$ cat src/hw/gcm_pkg.sv
package gcm_pkg;

  // Register addresses on the serial register port.
  localparam logic [7:0] ADDR_PIN_EXT  = 8'h3c;
  localparam logic [7:0] ADDR_GLOBAL   = 8'h3d;
  localparam logic [7:0] ADDR_IRQ_MASK = 8'h3e;

  // Reset values and writable bit masks.
  localparam logic [7:0] RST_PIN_EXT   = 8'h00;
  localparam logic [7:0] RST_GLOBAL    = 8'h00;
  localparam logic [7:0] RST_IRQ_MASK  = 8'h00;
  localparam logic [7:0] WMASK_PIN_EXT = 8'hf9;
  localparam logic [7:0] WMASK_GLOBAL  = 8'he3;
  localparam logic [7:0] WMASK_IRQ     = 8'h17;
  localparam logic [7:0] READ_ZERO     = 8'h00;

  // Field positions of the pin function extension register.
  localparam int PULL_BIT    = 7;
  localparam int COL0_ALT_BIT = 6;
  localparam int ROW4_ALT_BIT = 5;
  localparam int COL1_ALT_BIT = 4;
  localparam int ROW3_ALT_BIT = 3;
  localparam int ROW0_ALT_BIT = 0;

  // Field positions of the global control register.
  localparam int OSC_ON_BIT  = 7;
  localparam int CSEL_HI_BIT = 6;
  localparam int CSEL_LO_BIT = 5;
  localparam int SOFT_BIT    = 2;
  localparam int CLR_CFG_BIT = 1;
  localparam int PIN_IGN_BIT = 0;

  // Mask and status flag positions share one layout.
  localparam int LOGIC_BIT   = 4;
  localparam int OVFL_BIT    = 2;
  localparam int INCHG_BIT   = 1;
  localparam int EVENT_BIT   = 0;

  // Ball indices for the alternate function muxes.
  localparam int NBALL       = 5;
  localparam int BALL_COL0   = 0;
  localparam int BALL_COL1   = 1;
  localparam int BALL_ROW0   = 2;
  localparam int BALL_ROW3   = 3;
  localparam int BALL_ROW4   = 4;

  // Timing figures and derived cycle counts.
  localparam int CLK_HZ        = 100_000_000;
  localparam int BASE_OSC_HZ   = 800_000;
  localparam int BASE_DIV      = CLK_HZ / BASE_OSC_HZ;
  localparam logic [6:0] BASE_LAST = 7'(BASE_DIV - 1);
  localparam logic [4:0] CORE_DIV_SLOW = 5'h10;
  localparam int HOLDOFF_US    = 50;
  localparam int HOLDOFF_CYC   = (HOLDOFF_US * (CLK_HZ / 1_000_000));
  localparam int SOFT_WAIT_US  = 200;
  localparam int HOLD_W        = 13;

  // Per-ball drive from the GPIO block and the keypad scanner.
  typedef struct packed {
    logic gpio_o;
    logic gpio_oe;
    logic scan_o;
    logic scan_oe;
  } gcm_ball_drive_type;

endpackage : gcm_pkg

$ cat src/hw/gcm_global_config.sv
`timescale 1ns/1ps
module gcm_global_config
  import gcm_pkg::*;
#(
  parameter int HOLDOFF_CYCLES = HOLDOFF_CYC
) (
  // Clock and reset.
  input  wire logic                          SYS_CLK_IN,
  input  wire logic                          RST_IN,
  // Register port from the serial front end.
  input  wire logic                          REG_WR_IN,
  input  wire logic                          REG_RD_IN,
  input  wire logic [7:0]                    REG_ADDR_IN,
  input  wire logic [7:0]                    REG_WDATA_IN,
  output logic      [7:0]                    REG_RDATA_OUT,
  // External reset pin and device reset.
  input  wire logic                          RESET_PIN_N_IN,
  output logic                               DEVICE_RESET_OUT,
  // Status flags and open-drain interrupt pin.
  input  wire logic [7:0]                    STATUS_FLAGS_IN,
  input  wire logic                          IRQ_CLEAR_IN,
  input  wire logic                          IRQ_PIN_IN,
  output logic                               IRQ_PIN_OUT,
  output logic                               IRQ_PIN_OE_OUT,
  // Oscillator and core clock.
  output logic                               OSC_RUN_OUT,
  output logic                               CORE_TICK_OUT,
  // Row pull-up strength.
  output logic                               ROW_PULL_STRONG_OUT,
  // Balls.
  input  wire logic [NBALL-1:0]              KEYPAD_SEL_IN,
  input  gcm_pkg::gcm_ball_drive_type [NBALL-1:0] BALL_DRIVE_IN,
  input  wire logic [NBALL-1:0]              BALL_PAD_IN,
  output logic      [NBALL-1:0]              BALL_PAD_OUT,
  output logic      [NBALL-1:0]              BALL_PAD_OE_OUT,
  output logic      [NBALL-1:0]              GPIO_IN_OUT,
  // Alternate function sources and sink.
  input  wire logic                          PULSE_ONE_IN,
  input  wire logic                          PULSE_TWO_IN,
  input  wire logic                          RESET_GEN_IN,
  input  wire logic                          LOGIC_OUT_IN,
  output logic                               LOGIC_THIRD_INPUT_OUT
);

  import gcm_pkg::*;

  ////////////////////////////////////////////////////////////////////////
  // Declarations
  ////////////////////////////////////////////////////////////////////////

  logic [7:0]        pin_ext_ff;
  logic [7:0]        global_ff;
  logic [7:0]        irq_mask_ff;
  logic              dev_rst_ff;
  logic              core_rst;
  logic              wr_pin_ext;
  logic              wr_global;
  logic              wr_irq_mask;
  logic              soft_req;
  logic              pin_req;
  logic              pending;
  logic              clr_start;
  logic [HOLD_W-1:0] hold_cnt_ff;
  logic [HOLD_W-1:0] nxt_hold_cnt;
  logic [7:0]        nxt_rdata;
  logic [NBALL-1:0]  alt_en;
  logic [NBALL-1:0]  alt_is_in;
  logic [NBALL-1:0]  alt_src;
  logic [NBALL-1:0]  mux_o;
  logic [NBALL-1:0]  mux_oe;
  logic [NBALL-1:0]  mux_gpio_i;
  logic [NBALL-1:0]  mux_alt_i;
  logic              tick;

  ////////////////////////////////////////////////////////////////////////
  // Reset control
  ////////////////////////////////////////////////////////////////////////

  // Register writes decoded from the address.
  assign wr_pin_ext  = REG_WR_IN && (REG_ADDR_IN == ADDR_PIN_EXT);
  assign wr_global   = REG_WR_IN && (REG_ADDR_IN == ADDR_GLOBAL);
  assign wr_irq_mask = REG_WR_IN && (REG_ADDR_IN == ADDR_IRQ_MASK);

  assign soft_req = wr_global && REG_WDATA_IN[SOFT_BIT];

  assign pin_req  = !RESET_PIN_N_IN && !global_ff[PIN_IGN_BIT];

  // The device reset is one cycle late, so the write that asks for it
  // still lands but is wiped on the next edge.
  always_ff @(posedge SYS_CLK_IN) begin
    if (RST_IN) begin
      dev_rst_ff <= 1'b0;
    end else begin
      dev_rst_ff <= soft_req | pin_req;
    end
  end

  assign core_rst         = RST_IN | dev_rst_ff;
  assign DEVICE_RESET_OUT = dev_rst_ff;

  ////////////////////////////////////////////////////////////////////////
  // Registers
  ////////////////////////////////////////////////////////////////////////

  // Pin function extension register; reserved bits never store.
  always_ff @(posedge SYS_CLK_IN) begin
    if (core_rst) begin
      pin_ext_ff <= RST_PIN_EXT;
    end else if (wr_pin_ext) begin
      pin_ext_ff <= REG_WDATA_IN & WMASK_PIN_EXT;
    end
  end

  always_ff @(posedge SYS_CLK_IN) begin
    if (core_rst) begin
      global_ff <= RST_GLOBAL;
    end else if (wr_global) begin
      global_ff <= REG_WDATA_IN & WMASK_GLOBAL;
    end
  end

  // Interrupt mask register.
  always_ff @(posedge SYS_CLK_IN) begin
    if (core_rst) begin
      irq_mask_ff <= RST_IRQ_MASK;
    end else if (wr_irq_mask) begin
      irq_mask_ff <= REG_WDATA_IN & WMASK_IRQ;
    end
  end

  // Read mux; unmapped addresses answer zero.
  always_comb begin
    case (REG_ADDR_IN)
      ADDR_PIN_EXT:  nxt_rdata = pin_ext_ff;
      ADDR_GLOBAL:   nxt_rdata = global_ff;
      ADDR_IRQ_MASK: nxt_rdata = irq_mask_ff;
      default:       nxt_rdata = READ_ZERO;
    endcase
  end

  // Read data is captured on the read strobe and then held.
  always_ff @(posedge SYS_CLK_IN) begin
    if (RST_IN) begin
      REG_RDATA_OUT <= READ_ZERO;
    end else if (REG_RD_IN) begin
      REG_RDATA_OUT <= nxt_rdata;
    end
  end

  ////////////////////////////////////////////////////////////////////////
  // Interrupt line
  ////////////////////////////////////////////////////////////////////////

  assign pending = |(STATUS_FLAGS_IN & irq_mask_ff & WMASK_IRQ);

  assign clr_start = IRQ_CLEAR_IN && pending && global_ff[CLR_CFG_BIT];

  // Release window counter; a clear inside the window restarts it.
  always_comb begin
    if (clr_start) begin
      nxt_hold_cnt = HOLD_W'(HOLDOFF_CYCLES);
    end else if (hold_cnt_ff != '0) begin
      nxt_hold_cnt = hold_cnt_ff - HOLD_W'(1);
    end else begin
      nxt_hold_cnt = '0;
    end
  end

  always_ff @(posedge SYS_CLK_IN) begin
    if (core_rst) begin
      hold_cnt_ff <= '0;
    end else begin
      hold_cnt_ff <= nxt_hold_cnt;
    end
  end

  always_ff @(posedge SYS_CLK_IN) begin
    if (core_rst) begin
      IRQ_PIN_OE_OUT <= 1'b0;
    end else begin
      IRQ_PIN_OE_OUT <= pending && (nxt_hold_cnt == '0);
    end
  end

  // Open drain: only ever pulls low, the enable carries the state.
  always_ff @(posedge SYS_CLK_IN) begin
    IRQ_PIN_OUT <= 1'b0;
  end

  ////////////////////////////////////////////////////////////////////////
  // Oscillator, core clock and pull strength
  ////////////////////////////////////////////////////////////////////////

  gcm_clk_div u_clk_div (
    .clk_in    (SYS_CLK_IN),
    .rst_in    (core_rst),
    .osc_on_in (global_ff[OSC_ON_BIT]),
    .sel_in    (global_ff[CSEL_HI_BIT:CSEL_LO_BIT]),
    .tick_out  (tick)
  );

  // Tick already comes from a flop; this stage keeps outputs aligned.
  always_ff @(posedge SYS_CLK_IN) begin
    if (core_rst) begin
      CORE_TICK_OUT <= 1'b0;
      OSC_RUN_OUT   <= 1'b0;
    end else begin
      CORE_TICK_OUT <= tick;
      OSC_RUN_OUT   <= global_ff[OSC_ON_BIT];
    end
  end

  always_ff @(posedge SYS_CLK_IN) begin
    if (core_rst) begin
      ROW_PULL_STRONG_OUT <= 1'b0;
    end else begin
      ROW_PULL_STRONG_OUT <= pin_ext_ff[PULL_BIT];
    end
  end

  ////////////////////////////////////////////////////////////////////////
  // Ball alternate functions
  ////////////////////////////////////////////////////////////////////////

  always_comb begin
    alt_en             = '0;
    alt_is_in          = '0;
    alt_src            = '0;
    alt_en[BALL_COL0]    = pin_ext_ff[COL0_ALT_BIT];
    alt_src[BALL_COL0]   = PULSE_ONE_IN;
    alt_en[BALL_COL1]    = pin_ext_ff[COL1_ALT_BIT];
    alt_src[BALL_COL1]   = PULSE_TWO_IN;
    alt_en[BALL_ROW0]    = pin_ext_ff[ROW0_ALT_BIT];
    alt_src[BALL_ROW0]   = LOGIC_OUT_IN;
    alt_en[BALL_ROW3]    = pin_ext_ff[ROW3_ALT_BIT];
    alt_is_in[BALL_ROW3] = 1'b1;
    alt_en[BALL_ROW4]    = pin_ext_ff[ROW4_ALT_BIT];
    alt_src[BALL_ROW4]   = RESET_GEN_IN;
  end

  for (genvar b = 0; b < NBALL; b++) begin : g_ball
    gcm_ball_mux u_mux (
      .keypad_sel_in   (KEYPAD_SEL_IN[b]),
      .alt_en_in       (alt_en[b]),
      .alt_is_input_in (alt_is_in[b]),
      .gpio_o_in       (BALL_DRIVE_IN[b].gpio_o),
      .gpio_oe_in      (BALL_DRIVE_IN[b].gpio_oe),
      .scan_o_in       (BALL_DRIVE_IN[b].scan_o),
      .scan_oe_in      (BALL_DRIVE_IN[b].scan_oe),
      .alt_o_in        (alt_src[b]),
      .pad_in          (BALL_PAD_IN[b]),
      .pad_o_out       (mux_o[b]),
      .pad_oe_out      (mux_oe[b]),
      .gpio_i_out      (mux_gpio_i[b]),
      .alt_i_out       (mux_alt_i[b])
    );
  end

  // Ball outputs are registered, which costs one cycle of latency on
  // pulse edges but keeps the pads glitch free.
  always_ff @(posedge SYS_CLK_IN) begin
    if (core_rst) begin
      BALL_PAD_OUT          <= '0;
      BALL_PAD_OE_OUT       <= '0;
      GPIO_IN_OUT           <= '0;
      LOGIC_THIRD_INPUT_OUT <= 1'b0;
    end else begin
      BALL_PAD_OUT          <= mux_o;
      BALL_PAD_OE_OUT       <= mux_oe;
      GPIO_IN_OUT           <= mux_gpio_i;
      LOGIC_THIRD_INPUT_OUT <= mux_alt_i[BALL_ROW3];
    end
  end
endmodule : gcm_global_config

$ cat src/hw/gcm_ball_mux.sv
`timescale 1ns/1ps
module gcm_ball_mux (
  // Ownership controls.
  input  wire logic keypad_sel_in,
  input  wire logic alt_en_in,
  input  wire logic alt_is_input_in,
  // Candidate drivers.
  input  wire logic gpio_o_in,
  input  wire logic gpio_oe_in,
  input  wire logic scan_o_in,
  input  wire logic scan_oe_in,
  input  wire logic alt_o_in,
  // Ball side.
  input  wire logic pad_in,
  output logic      pad_o_out,
  output logic      pad_oe_out,
  output logic      gpio_i_out,
  output logic      alt_i_out
);

  logic alt_active;

  assign alt_active = alt_en_in & ~keypad_sel_in;

  // Keypad first, then alternate function, then plain GPIO.
  always_comb begin
    pad_o_out  = gpio_o_in;
    pad_oe_out = gpio_oe_in;
    if (keypad_sel_in) begin
      pad_o_out  = scan_o_in;
      pad_oe_out = scan_oe_in;
    end else if (alt_active && alt_is_input_in) begin
      pad_o_out  = 1'b0;
      pad_oe_out = 1'b0;
    end else if (alt_active) begin
      pad_o_out  = alt_o_in;
      pad_oe_out = 1'b1;
    end
  end

  // Inputs reach only the function that owns the ball.
  assign gpio_i_out = pad_in & ~keypad_sel_in & ~alt_active;
  assign alt_i_out  = pad_in & alt_active & alt_is_input_in;

endmodule : gcm_ball_mux

$ cat src/hw/gcm_clk_div.sv
`timescale 1ns/1ps
module gcm_clk_div
  import gcm_pkg::*;
(
  // Clock and reset.
  input  wire logic       clk_in,
  input  wire logic       rst_in,
  // Control.
  input  wire logic       osc_on_in,
  input  wire logic [1:0] sel_in,
  // Core rate tick.
  output logic            tick_out
);

  logic [6:0] base_cnt_ff;
  logic [4:0] core_cnt_ff;
  logic [4:0] core_div;
  logic       base_tick;

  // 00 divides by sixteen, each step up halves the divisor.
  assign core_div  = CORE_DIV_SLOW >> sel_in;
  assign base_tick = (base_cnt_ff == BASE_LAST);

  always_ff @(posedge clk_in) begin
    if (rst_in || !osc_on_in) begin
      base_cnt_ff <= '0;
    end else if (base_tick) begin
      base_cnt_ff <= '0;
    end else begin
      base_cnt_ff <= base_cnt_ff + 7'h01;
    end
  end

  always_ff @(posedge clk_in) begin
    if (rst_in || !osc_on_in) begin
      core_cnt_ff <= '0;
      tick_out    <= 1'b0;
    end else if (base_tick) begin
      tick_out    <= (core_cnt_ff >= core_div - 5'h01);
      core_cnt_ff <= (core_cnt_ff >= core_div - 5'h01) ? 5'h00
                     : core_cnt_ff + 5'h01;
    end else begin
      tick_out    <= 1'b0;
    end
  end

endmodule : gcm_clk_div

$ cat config.mk
export PLATFORM = sky130hd
export DESIGN_NAME = gcm_global_config
export DESIGN_NICKNAME = d
export VERILOG_FILES = /design/src/hw/gcm_pkg.sv /design/src/hw/gcm_global_config.sv /design/src/hw/gcm_ball_mux.sv /design/src/hw/gcm_clk_div.sv
export SDC_FILE = /design/constraint.sdc
export NUM_CORES = 1
export LEC_CHECK = 0
export BUFFER_PORTS_ARGS = -buffer_cell sky130_fd_sc_hd__buf_2
export CORE_UTILIZATION = 27
export DETAILED_ROUTE_END_ITERATION = 8
export MAX_ROUTING_LAYER = met4
export PLACE_DENSITY = 0.57
export SYNTH_ARGS = -nofsm -noshare
export SYNTH_HDL_FRONTEND = slang
export SYNTH_SLANG_ARGS = --single-unit
$ cat constraint.sdc
create_clock -name SYS_CLK_IN -period 2 [get_ports SYS_CLK_IN]
set_input_delay 0.6 -clock SYS_CLK_IN [delete_from_list [all_inputs] [get_ports SYS_CLK_IN]]
set_output_delay 0.6 -clock SYS_CLK_IN [all_outputs]
set_load 0.02 [all_outputs]
# Yosys cells after proc, flatten, opt, wreduce, memory -nomap -nowiden
# Index checks and enable logic that the tools add are counted.
[classes] add_sub_neg=4 mul=0 div_mod_pow=0 n_lt_le_gt_ge=1 n_eq_ne=4 shifts=1 n_mux=24 n_bitwise=30 reduce_logical=17
[ops] operator="13-bit two-way mux" n=2
[ops] operator="8-bit by 6-bit == test with 1-bit output, second input constant" n=3
[ops] operator="8-bit case mux with 3 select lines" n=1
[ops] operator="1-bit two-way mux" n=20
[ops] operator="1-bit bitwise AND" n=16
[ops] operator="13-bit logical NOT" n=1
[ops] operator="13-bit nonzero test" n=1
[ops] operator="13-bit by 1-bit subtractor with 13-bit output, second input constant" n=1
[ops] operator="1-bit inverter" n=11
[ops] operator="1-bit logical AND" n=8
[ops] operator="7-bit by 1-bit adder with 7-bit output, second input constant" n=1
[ops] operator="7-bit == test, second input constant" n=1
[ops] operator="5-bit by 1-bit adder with 5-bit output, second input constant" n=1
[ops] operator="5-bit bitwise AND" n=1
[ops] operator="5-bit greater-or-equal comparator" n=1
[ops] operator="5-bit two-way mux" n=1
[ops] operator="5-bit by 2-bit right shift with 5-bit output, first input constant" n=1
[ops] operator="5-bit by 1-bit subtractor with 5-bit output, second input constant" n=1
[ops] operator="2-bit OR reduction" n=2
[ops] operator="4-bit OR reduction" n=1
[ops] operator="1-bit logical NOT" n=3
[ops] operator="1-bit bitwise OR" n=2
[ops] operator="1-bit logical OR" n=1
[word_totals] regBits=70 latch_bits=0 ram_bits=0 romBits=0 in_bits=65 output_inout_bits=30 memories=0

# Longest topological paths before layout
# Gate-level depths: netlist of run 1.
[logic_depth] ltp_word=7 depth_mapped=6

# By module
# A second synthesis of run 1 with hierarchy kept.
[unflattened] cells_unflattened=383 area_unflattened_um2=3452.1
[modules_own_cells] module="gcm_global_config" n_inst=1 cells_each=246 area_per_inst_um2=2383.5
[modules_own_cells] module="gcm_clk_div" n_inst=1 cells_each=82 area_per_inst_um2=711.9
[modules_own_cells] module="gcm_ball_mux" n_inst=5 cells_each=11 area_per_inst_um2=71.3

# Worst setup path after synthesis of run 1
# No wires, ideal clock.
[synth_timing] kind="input-to-reg" start="input port REG_ADDR_IN[7]" end="register pin_ext_ff[0]" setup_time_ps=128 t_arrival_ps=1739 required_ps=1872 slack_ps=134 cell_stages=4 cell_sequence="nor4bb_1 > nand4_1 > mux2i_1 > nor2_1"
[synth_via] elab_chain_len=2
[synth_rtl] element="from (decl)" line="gcm_global_config.sv:13" rtl="input wire logic [7:0] REG_ADDR_IN,"
[synth_rtl] element="8-bit by 6-bit == test with 1-bit output" line="gcm_global_config.sv:80" rtl="assign wr_pin_ext = REG_WR_IN && (REG_ADDR_IN == ADDR_PIN_EXT);"
[synth_rtl] element="1-bit logical AND" line="gcm_global_config.sv:80"
[synth_rtl] element="to (signal assigned)" line="gcm_global_config.sv:110" rtl="pin_ext_ff <= REG_WDATA_IN & WMASK_PIN_EXT;"
[synth_rtl] element="to (decl)" line="gcm_global_config.sv:51" rtl="logic [7:0] pin_ext_ff;"
# Every way passes these cells.
# A chain may end at the register's enable or synchronous reset.

# Final worst setup path of run 1
[layout_timing] start="register hold_cnt_ff[0]" end="register IRQ_PIN_OE_OUT"
[layout_via] elab_chain_len=5 word_cells_on_any_way=6
[layout_rtl] element="from (decl)" line="gcm_global_config.sv:63" rtl="logic [HOLD_W-1:0] hold_cnt_ff;"
[layout_rtl] element="from (signal assigned)" line="gcm_global_config.sv:173" rtl="hold_cnt_ff <= nxt_hold_cnt;"
[layout_rtl] element="13-bit by 1-bit subtractor with 13-bit output or 13-bit nonzero test (tied branches)" line="gcm_global_config.sv:163, gcm_global_config.sv:162"
[layout_rtl] element="13-bit two-way mux (*)" line="gcm_global_config.sv:162" rtl="end else if (hold_cnt_ff != '0) begin"
[layout_rtl] element="13-bit two-way mux (*)" line="gcm_global_config.sv:160" rtl="if (clr_start) begin"
[layout_rtl] element="13-bit logical NOT (*)" line="gcm_global_config.sv:181" rtl="IRQ_PIN_OE_OUT <= pending && (nxt_hold_cnt == '0);"
[layout_rtl] element="1-bit logical AND (*)" line="gcm_global_config.sv:181"
[layout_rtl] element="to (signal assigned)" line="gcm_global_config.sv:181"
[layout_rtl] element="to (decl)" line="gcm_global_config.sv:24" rtl="output logic IRQ_PIN_OE_OUT,"
# Every way passes the cells marked *; elsewhere a longest branch is shown, timed or not.

==> results.json, run 1 <==
{
  "drive_above_1_share_pct": 28.5,
  "num_vias": 2712,
  "fmax_mhz": 533,
  "timing.final.crit_share_pct": 93.8,
  "holdPathStages": 1,
  "synth_cell_types": 50,
  "leakage_nw": 1.85,
  "root_buffer": "clkbuf_16",
  "coreArea_sq_um": 10900,
  "fin_crit_ns": 1.88,
  "ff2ff_path_depth": 6,
  "synth.cell_area_sq_um": 3060,
  "skew_ns": 0.00735,
  "dieArea_sq_um": 11800,
  "p_per_area_nw_per_um2": 1140,
  "yosys-top-cells-count": "dfxtp_1, nor2_1, a21oi_1",
  "stdcell_count": 583,
  "ant_nets": 0,
  "yosysTopAreaCell": "dfxtp_1",
  "post-place-ws_ns": 0.143,
  "ctsResizeCount": 0,
  "nFillCells": 1144,
  "critPathMaxFanout": 6,
  "final-hold-violation-count": 0,
  "synth_top_family_by_area": "simple AND/OR/NAND/NOR gates",
  "wl_met3_um": 406,
  "worst_slack_ns": 0.125,
  "dp_cells": 566,
  "wl_per_cell_um": 13.0,
  "cp_slowest_cell": "or3b_2",
  "synth-edff-count": 0,
  "grt_pass1_vias": 2618,
  "insertion_delay_ns": 0.33,
  "synth_mux_area_share_pct": 8.30,
  "yosys.area.top_type_share_pct": 45.8,
  "yosysWarnings": 0,
  "ys_top_cells_by_area": "dfxtp_1, nor2_1, mux2i_1",
  "top_layer": "met4",
  "die_h_um": 108,
  "grt_pass1_wl_um": 12600,
  "clk_path_buf_depth": 2,
  "synthSimpleGateAreaFrac_pct": 23.6,
  "overflow": 0,
  "crit_chain": "inv_1 -> ha_1 -> or3b_2 -> nor3b_1 -> o311a_1 -> o2111a_1",
  "peakVddDrop_uv": 459,
  "worstMarginPinSlew_ns": 0.540,
  "relSlewSlack_pct": 64.0,
  "tns_ns": 0,
  "cp-end-kind": "flip-flop",
  "critPathRequiredTime_ns": 2.26,
  "path_clk_slew_ns": 0.06,
  "synth_xor_area_share_pct": 3.72,
  "h-tree-depth": 3,
  "arrival_ns": 2.14,
  "numCtsBuffers": 9,
  "io_buffers": 88,
  "synth-async-reset-ratio_pct": 0,
  "path_class": "reg -> reg",
  "syn_nets": 411,
  "rsz0062_at_grt": "no",
  "antenna_found_initial": 1,
  "cts_num_sinks": 70,
  "gp_congestion": 0.797,
  "synth_fa_ha_area_share_pct": 3.27,
  "maxCapViolCount": 0,
  "hold_ws_ns": 0.425,
  "io_pins": 95,
  "setup_viol": 0,
  "cp-start-kind": "flip-flop",
  "initial_utilization_pct": 28.0,
  "slowest_delay_ns": 0.54,
  "drtIter0Drc": 105,
  "postCtsHoldBufs": 0,
  "wirelength_um": 7600,
  "status": "completed",
  "yosysMostFrequentCell": "dfxtp_1",
  "met2_length_um": 3360,
  "dp.final_hpwl_um": 5890,
  "synth_seq_area_share_pct": 45.8,
  "via_per_inst": 4.65,
  "ys_ff_latch": 70,
  "post-cts-setup-buffers": 0,
  "final_max_slew_viol_count": 0,
  "met1Wirelength_um": 3700,
  "syn_avg_cell_area_sq_um": 9.05,
  "grtUsageTotal_pct": 14.7,
  "hold_path.class": "reg -> reg",
  "total_power_mw": 4.58,
  "cts_tree": "done",
  "area_delta_synth_final_pct": 31.7,
  "finalNetCount": 510,
  "drc": 0,
  "grt_max_degree": 27,
  "postSynthCellCount": 338,
  "rows": 38,
  "die_w_um": 108,
  "synthFlopType": "dfxtp_1",
  "drtPass1Iterations": 4,
  "synth_compound_area_share_pct": 11.8
}
[routing by layer]
metal | track usage [%] | up-vias
li1 | - | 1388
met1 | 18.6 | 1231
met2 | 21.9 | 84
met3 | 3.68 | 9
met4 | 6.66 | 0
met5 | - | -
[power breakdown]
part | switching [mW] | internal, mW | leakage, nW
Combinational | 0.664 | 0.560 | 1.13
Clock | 0.597 | 1.09 | 0.152
Sequential | 0.146 | 1.52 | 0.569
Total | 1.41 | 3.17 | 1.85
[sequential cells by signal, summed over array words and instances, names as in the netlist]
signal,flops
GPIO_IN_OUT,5
u_clk_div.tick_out,1
OSC_RUN_OUT,1
BALL_PAD_OUT,5
irq_mask_ff,4
global_ff,5
u_clk_div.base_cnt_ff,7
pin_ext_ff,6
REG_RDATA_OUT,8
BALL_PAD_OE_OUT,5
DEVICE_RESET_OUT,1
ROW_PULL_STRONG_OUT,1
hold_cnt_ff,13
u_clk_div.core_cnt_ff,5
CORE_TICK_OUT,1
IRQ_PIN_OE_OUT,1
LOGIC_THIRD_INPUT_OUT,1
[cell usage in the layout, fill, tap and decap left out, types with 3 or more instances in the layout]
master     instances
buf_2             88
a211oi_1           3
ha_1               8
nor2b_1            5
buf_4             13
a21oi_1           27
nand2_1           12
nand3_1            7
a22o_1             3
nor3_1             6
clkbuf_16          9
dfxtp_1           70
and2_1             4
or2_2              4
nor4_1             4
inv_1             11
and3_1             3
nor2_1            65
nor4b_1            8
mux2_2             3
mux2i_1           22
o21ai_0            3
nand2b_1           5
nand4_1            7
xnor2_1           11
[worst max-delay path: cells and delay by family, from the launching register on]
| kind | cells | cell delay [ns] |
|---|---|---|
| AOI/OAI and AO/OA | 2 | 0.37 |
| adders and majority gates | 1 | 0.24 |
| buffers and inverters | 1 | 0.09 |
| DFF | 1 | 0.35 |
| and+or+nand+nor | 2 | 0.76 |
[logic make-up (layout without fill, tap and decap cells)]
logic type	Yosys count	count (layout)
AO/OA/AOI/OAI	55	55
XOR/XNOR	13	13
adder cells (fa/ha/maj)	8	8
buffers and inverters	24	128
flip-flops	70	70
multiplexers	25	25
other	1	2
AND/OR/NAND/NOR	142	142
[per-stage QoR]
step                      cell area [sq um]  util, %
final                                  4030     36.9
after global routing                   4030     36.9
after CTS                              4030     36.8
after global placement                 3710     33.9
after floorplan                        3060        -
after detailed placement               3710     33.9
[layout make-up]
| type | instances | area [sq um] | area share, % |
|---|---|---|---|
| clock buffer | 10 | 229 | 5.68 |
| timing repair buffer | 101 | 538 | 13.3 |
| tap | 140 | 175 | 4.35 |
| clock inverter | 6 | 86.3 | 2.14 |
| antenna | 1 | 2.50 | 0.0621 |
| sequential | 70 | 1400 | 34.8 |
| multi-input combinational | 244 | 1560 | 38.6 |
| inverter | 11 | 41.3 | 1.02 |
[path summary, 6_finish.rpt]
path	from	to	slack, ns
setup reg to reg	hold_cnt_ff[0]	IRQ_PIN_OE_OUT	0.12
hold reg to reg	u_clk_div.tick_out	CORE_TICK_OUT	0.43
setup / recovery	hold_cnt_ff[0]	IRQ_PIN_OE_OUT	0.12
hold / removal	u_clk_div.tick_out	CORE_TICK_OUT	0.43
No activity file was read; power rests on OpenSTA's default activity.
==> inputs of run 2 (changes only) <==
Settings changed: CORE_MARGIN set to 10, CORE_UTILIZATION 27 to 51, PLACE_DENSITY 0.57 to unset, PLACE_DENSITY_LB_ADDON set to 0.08.
==> run 2 against run 1 <==
Design area shrank 4.7%. Clock power shrank 27%. Setup slack gained 0.045 ns. Maximum frequency grew 2.4%. Critical path type unchanged.
==> results.json, run 2 (synthesis gave the netlist of run 1 again) <==
{
  "status": "completed",
  "antenna_found_initial": 0,
  "fmax_mhz": 546,
  "final-hold-violation-count": 0,
  "cp-start-kind": "flip-flop",
  "largest_reg_flops": 13,
  "critPathRequiredTime_ns": 2.20,
  "final_common_cell": "buf_2",
  "clk_path_buf_depth": 2,
  "arrival_ns": 2.03,
  "antenna_cells": 0,
  "top_register": "hold_cnt_ff",
  "wirelength_um": 7450,
  "worst_slack_ns": 0.169,
  "cts_tree": "done",
  "power.internal_mw": 2.85,
  "h-tree-depth": 3,
  "tns_ns": 0,
  "grt_max_degree": 36,
  "cts_num_sinks": 70,
  "drtPass1Iterations": 4,
  "multi_input_comb_area_sq_um": 1560,
  "numCtsBuffers": 9,
  "skew_ns": 0.00866,
  "postLayoutCellArea_sq_um": 3840,
  "insertion_delay_ns": 0.34,
  "root_buffer": "clkbuf_8",
  "num_vias": 2688,
  "timing.final.crit_share_pct": 91.5,
  "dieArea_sq_um": 9500,
  "p_comb_share_pct": 30.3,
  "path_class": "reg -> reg",
  "p_per_area_nw_per_um2": 1090,
  "holdPathStages": 1,
  "io_buffers": 88,
  "postCtsHoldBufs": 0,
  "grtUsageTotal_pct": 16.1,
  "overflow": 0,
  "final_cell_mix": "buf_2, dfxtp_1, nor2_1",
  "grt_pass1_vias": 2666,
  "nFillCells": 505,
  "gp_congestion": 0.856,
  "drc": 0,
  "critPathMaxFanout": 6,
  "cp-end-kind": "flip-flop",
  "rsz0062_at_grt": "no",
  "stdcell_count": 515,
  "io_pins": 95,
  "area_delta_synth_final_pct": 25.5,
  "rows": 28,
  "grt_pass1_wl_um": 12300,
  "via_per_inst": 5.22,
  "peakVddDrop_uv": 790,
  "drive_above_1_share_pct": 28.2,
  "crit_chain": "inv_1 -> ha_2 -> or3b_2 -> o31a_1 -> o21ai_0 -> a21oi_1",
  "maxCapViolCount": 0,
  "path_clk_slew_ns": 0.07,
  "post-place-ws_ns": 0.123,
  "dp_cells": 497,
  "clkPwrFrac_pct": 29.7,
  "fin_crit_ns": 1.83,
  "ff2ff_path_depth": 6,
  "hold_path.class": "reg -> reg",
  "dp.final_hpwl_um": 5620,
  "ant_nets": 0,
  "power_switching_mw": 1.33,
  "placed_area_sq_um": 3600,
  "seqCellArea_sq_um": 1400,
  "relSlewSlack_pct": 55.7,
  "initial_utilization_pct": 52.0,
  "swShare_pct": 31.8,
  "coreArea_sq_um": 5890,
  "drtIter0Drc": 91,
  "die_h_um": 97.5,
  "setup_viol": 0,
  "finalNetCount": 508,
  "reg_top3": "hold_cnt_ff: 13 flops, REG_RDATA_OUT: 8 flops, u_clk_div.base_cnt_ff: 7 flops",
  "cp_slowest_cell": "or3b_2",
  "slowest_delay_ns": 0.52,
  "die_w_um": 97.5,
  "leakage_nw": 1.79,
  "wl_per_cell_um": 14.5,
  "final_max_slew_viol_count": 0,
  "seq_power_share_pct": 40.0,
  "worstMarginPinSlew_ns": 0.664
}
## run 2: worst paths after layout
kind,startpoint,endpoint,slack (ns)
worst max-delay path,hold_cnt_ff[0],hold_cnt_ff[8],0.17
worst min-delay path,u_clk_div.tick_out,CORE_TICK_OUT,0.43
worst max register to register,hold_cnt_ff[0],hold_cnt_ff[8],0.17
worst min register to register,u_clk_div.tick_out,CORE_TICK_OUT,0.43
## run 2: power by group through the flow
stage                     combinational, mW  clock [mW]  sequential [mW]
after floorplan                       0.940           0             1.67
after global placement                 1.16           0             1.69
after detailed placement               1.19           0             1.70
after CTS                              1.20        1.28             1.67
after global routing                   1.40        1.35             1.70
final                                  1.27        1.24             1.67
## run 2: per-layer routing
metal	global-route usage, %	share of wire [%]	wire length, um	vias up
met5	-	0	0	-
met4	6.60	2.1	155	0
met3	6.90	6.4	474	15
met2	24.3	46	3440	75
met1	18.3	45	3380	1219
li1	-	-	-	1379
## run 2: through the flow
step           utilization [%]  power [mW]  hold WS (ns)
2_1_floorplan                -        2.61         0.406
3_3_place_gp              61.2        2.86         0.411
3_5_place_dp              61.2        2.88         0.417
4_1_cts                   64.9        4.14         0.433
5_1_grt                   65.2        4.44         0.441
6_report                  65.2        4.18         0.431
## run 2: area by class of cell
| type | instances | share of cell area [%] |
|---|---|---|
| clock inverter | 3 | 1.76 |
| sequential | 70 | 36.5 |
| timing repair buffer | 99 | 13.6 |
| multi-input combinational | 244 | 40.7 |
| clock buffer | 13 | 3.88 |
| tap | 75 | 2.44 |
| inverter | 11 | 1.08 |
## run 2: repair_timing
item                       CTS  global route
setup endpoints to repair    0             9
resized for setup            0             2
buffers inserted             0             2
## run 2: critical path, delay by kind of cell (launching register included)
kind | cells | cell delay [ns]
AND/OR/NAND/NOR | 1 | 0.52
AO/OA/AOI/OAI | 3 | 0.49
flip-flops | 1 | 0.36
adder cells (fa/ha/maj) | 1 | 0.23
buffers and inverters | 1 | 0.10
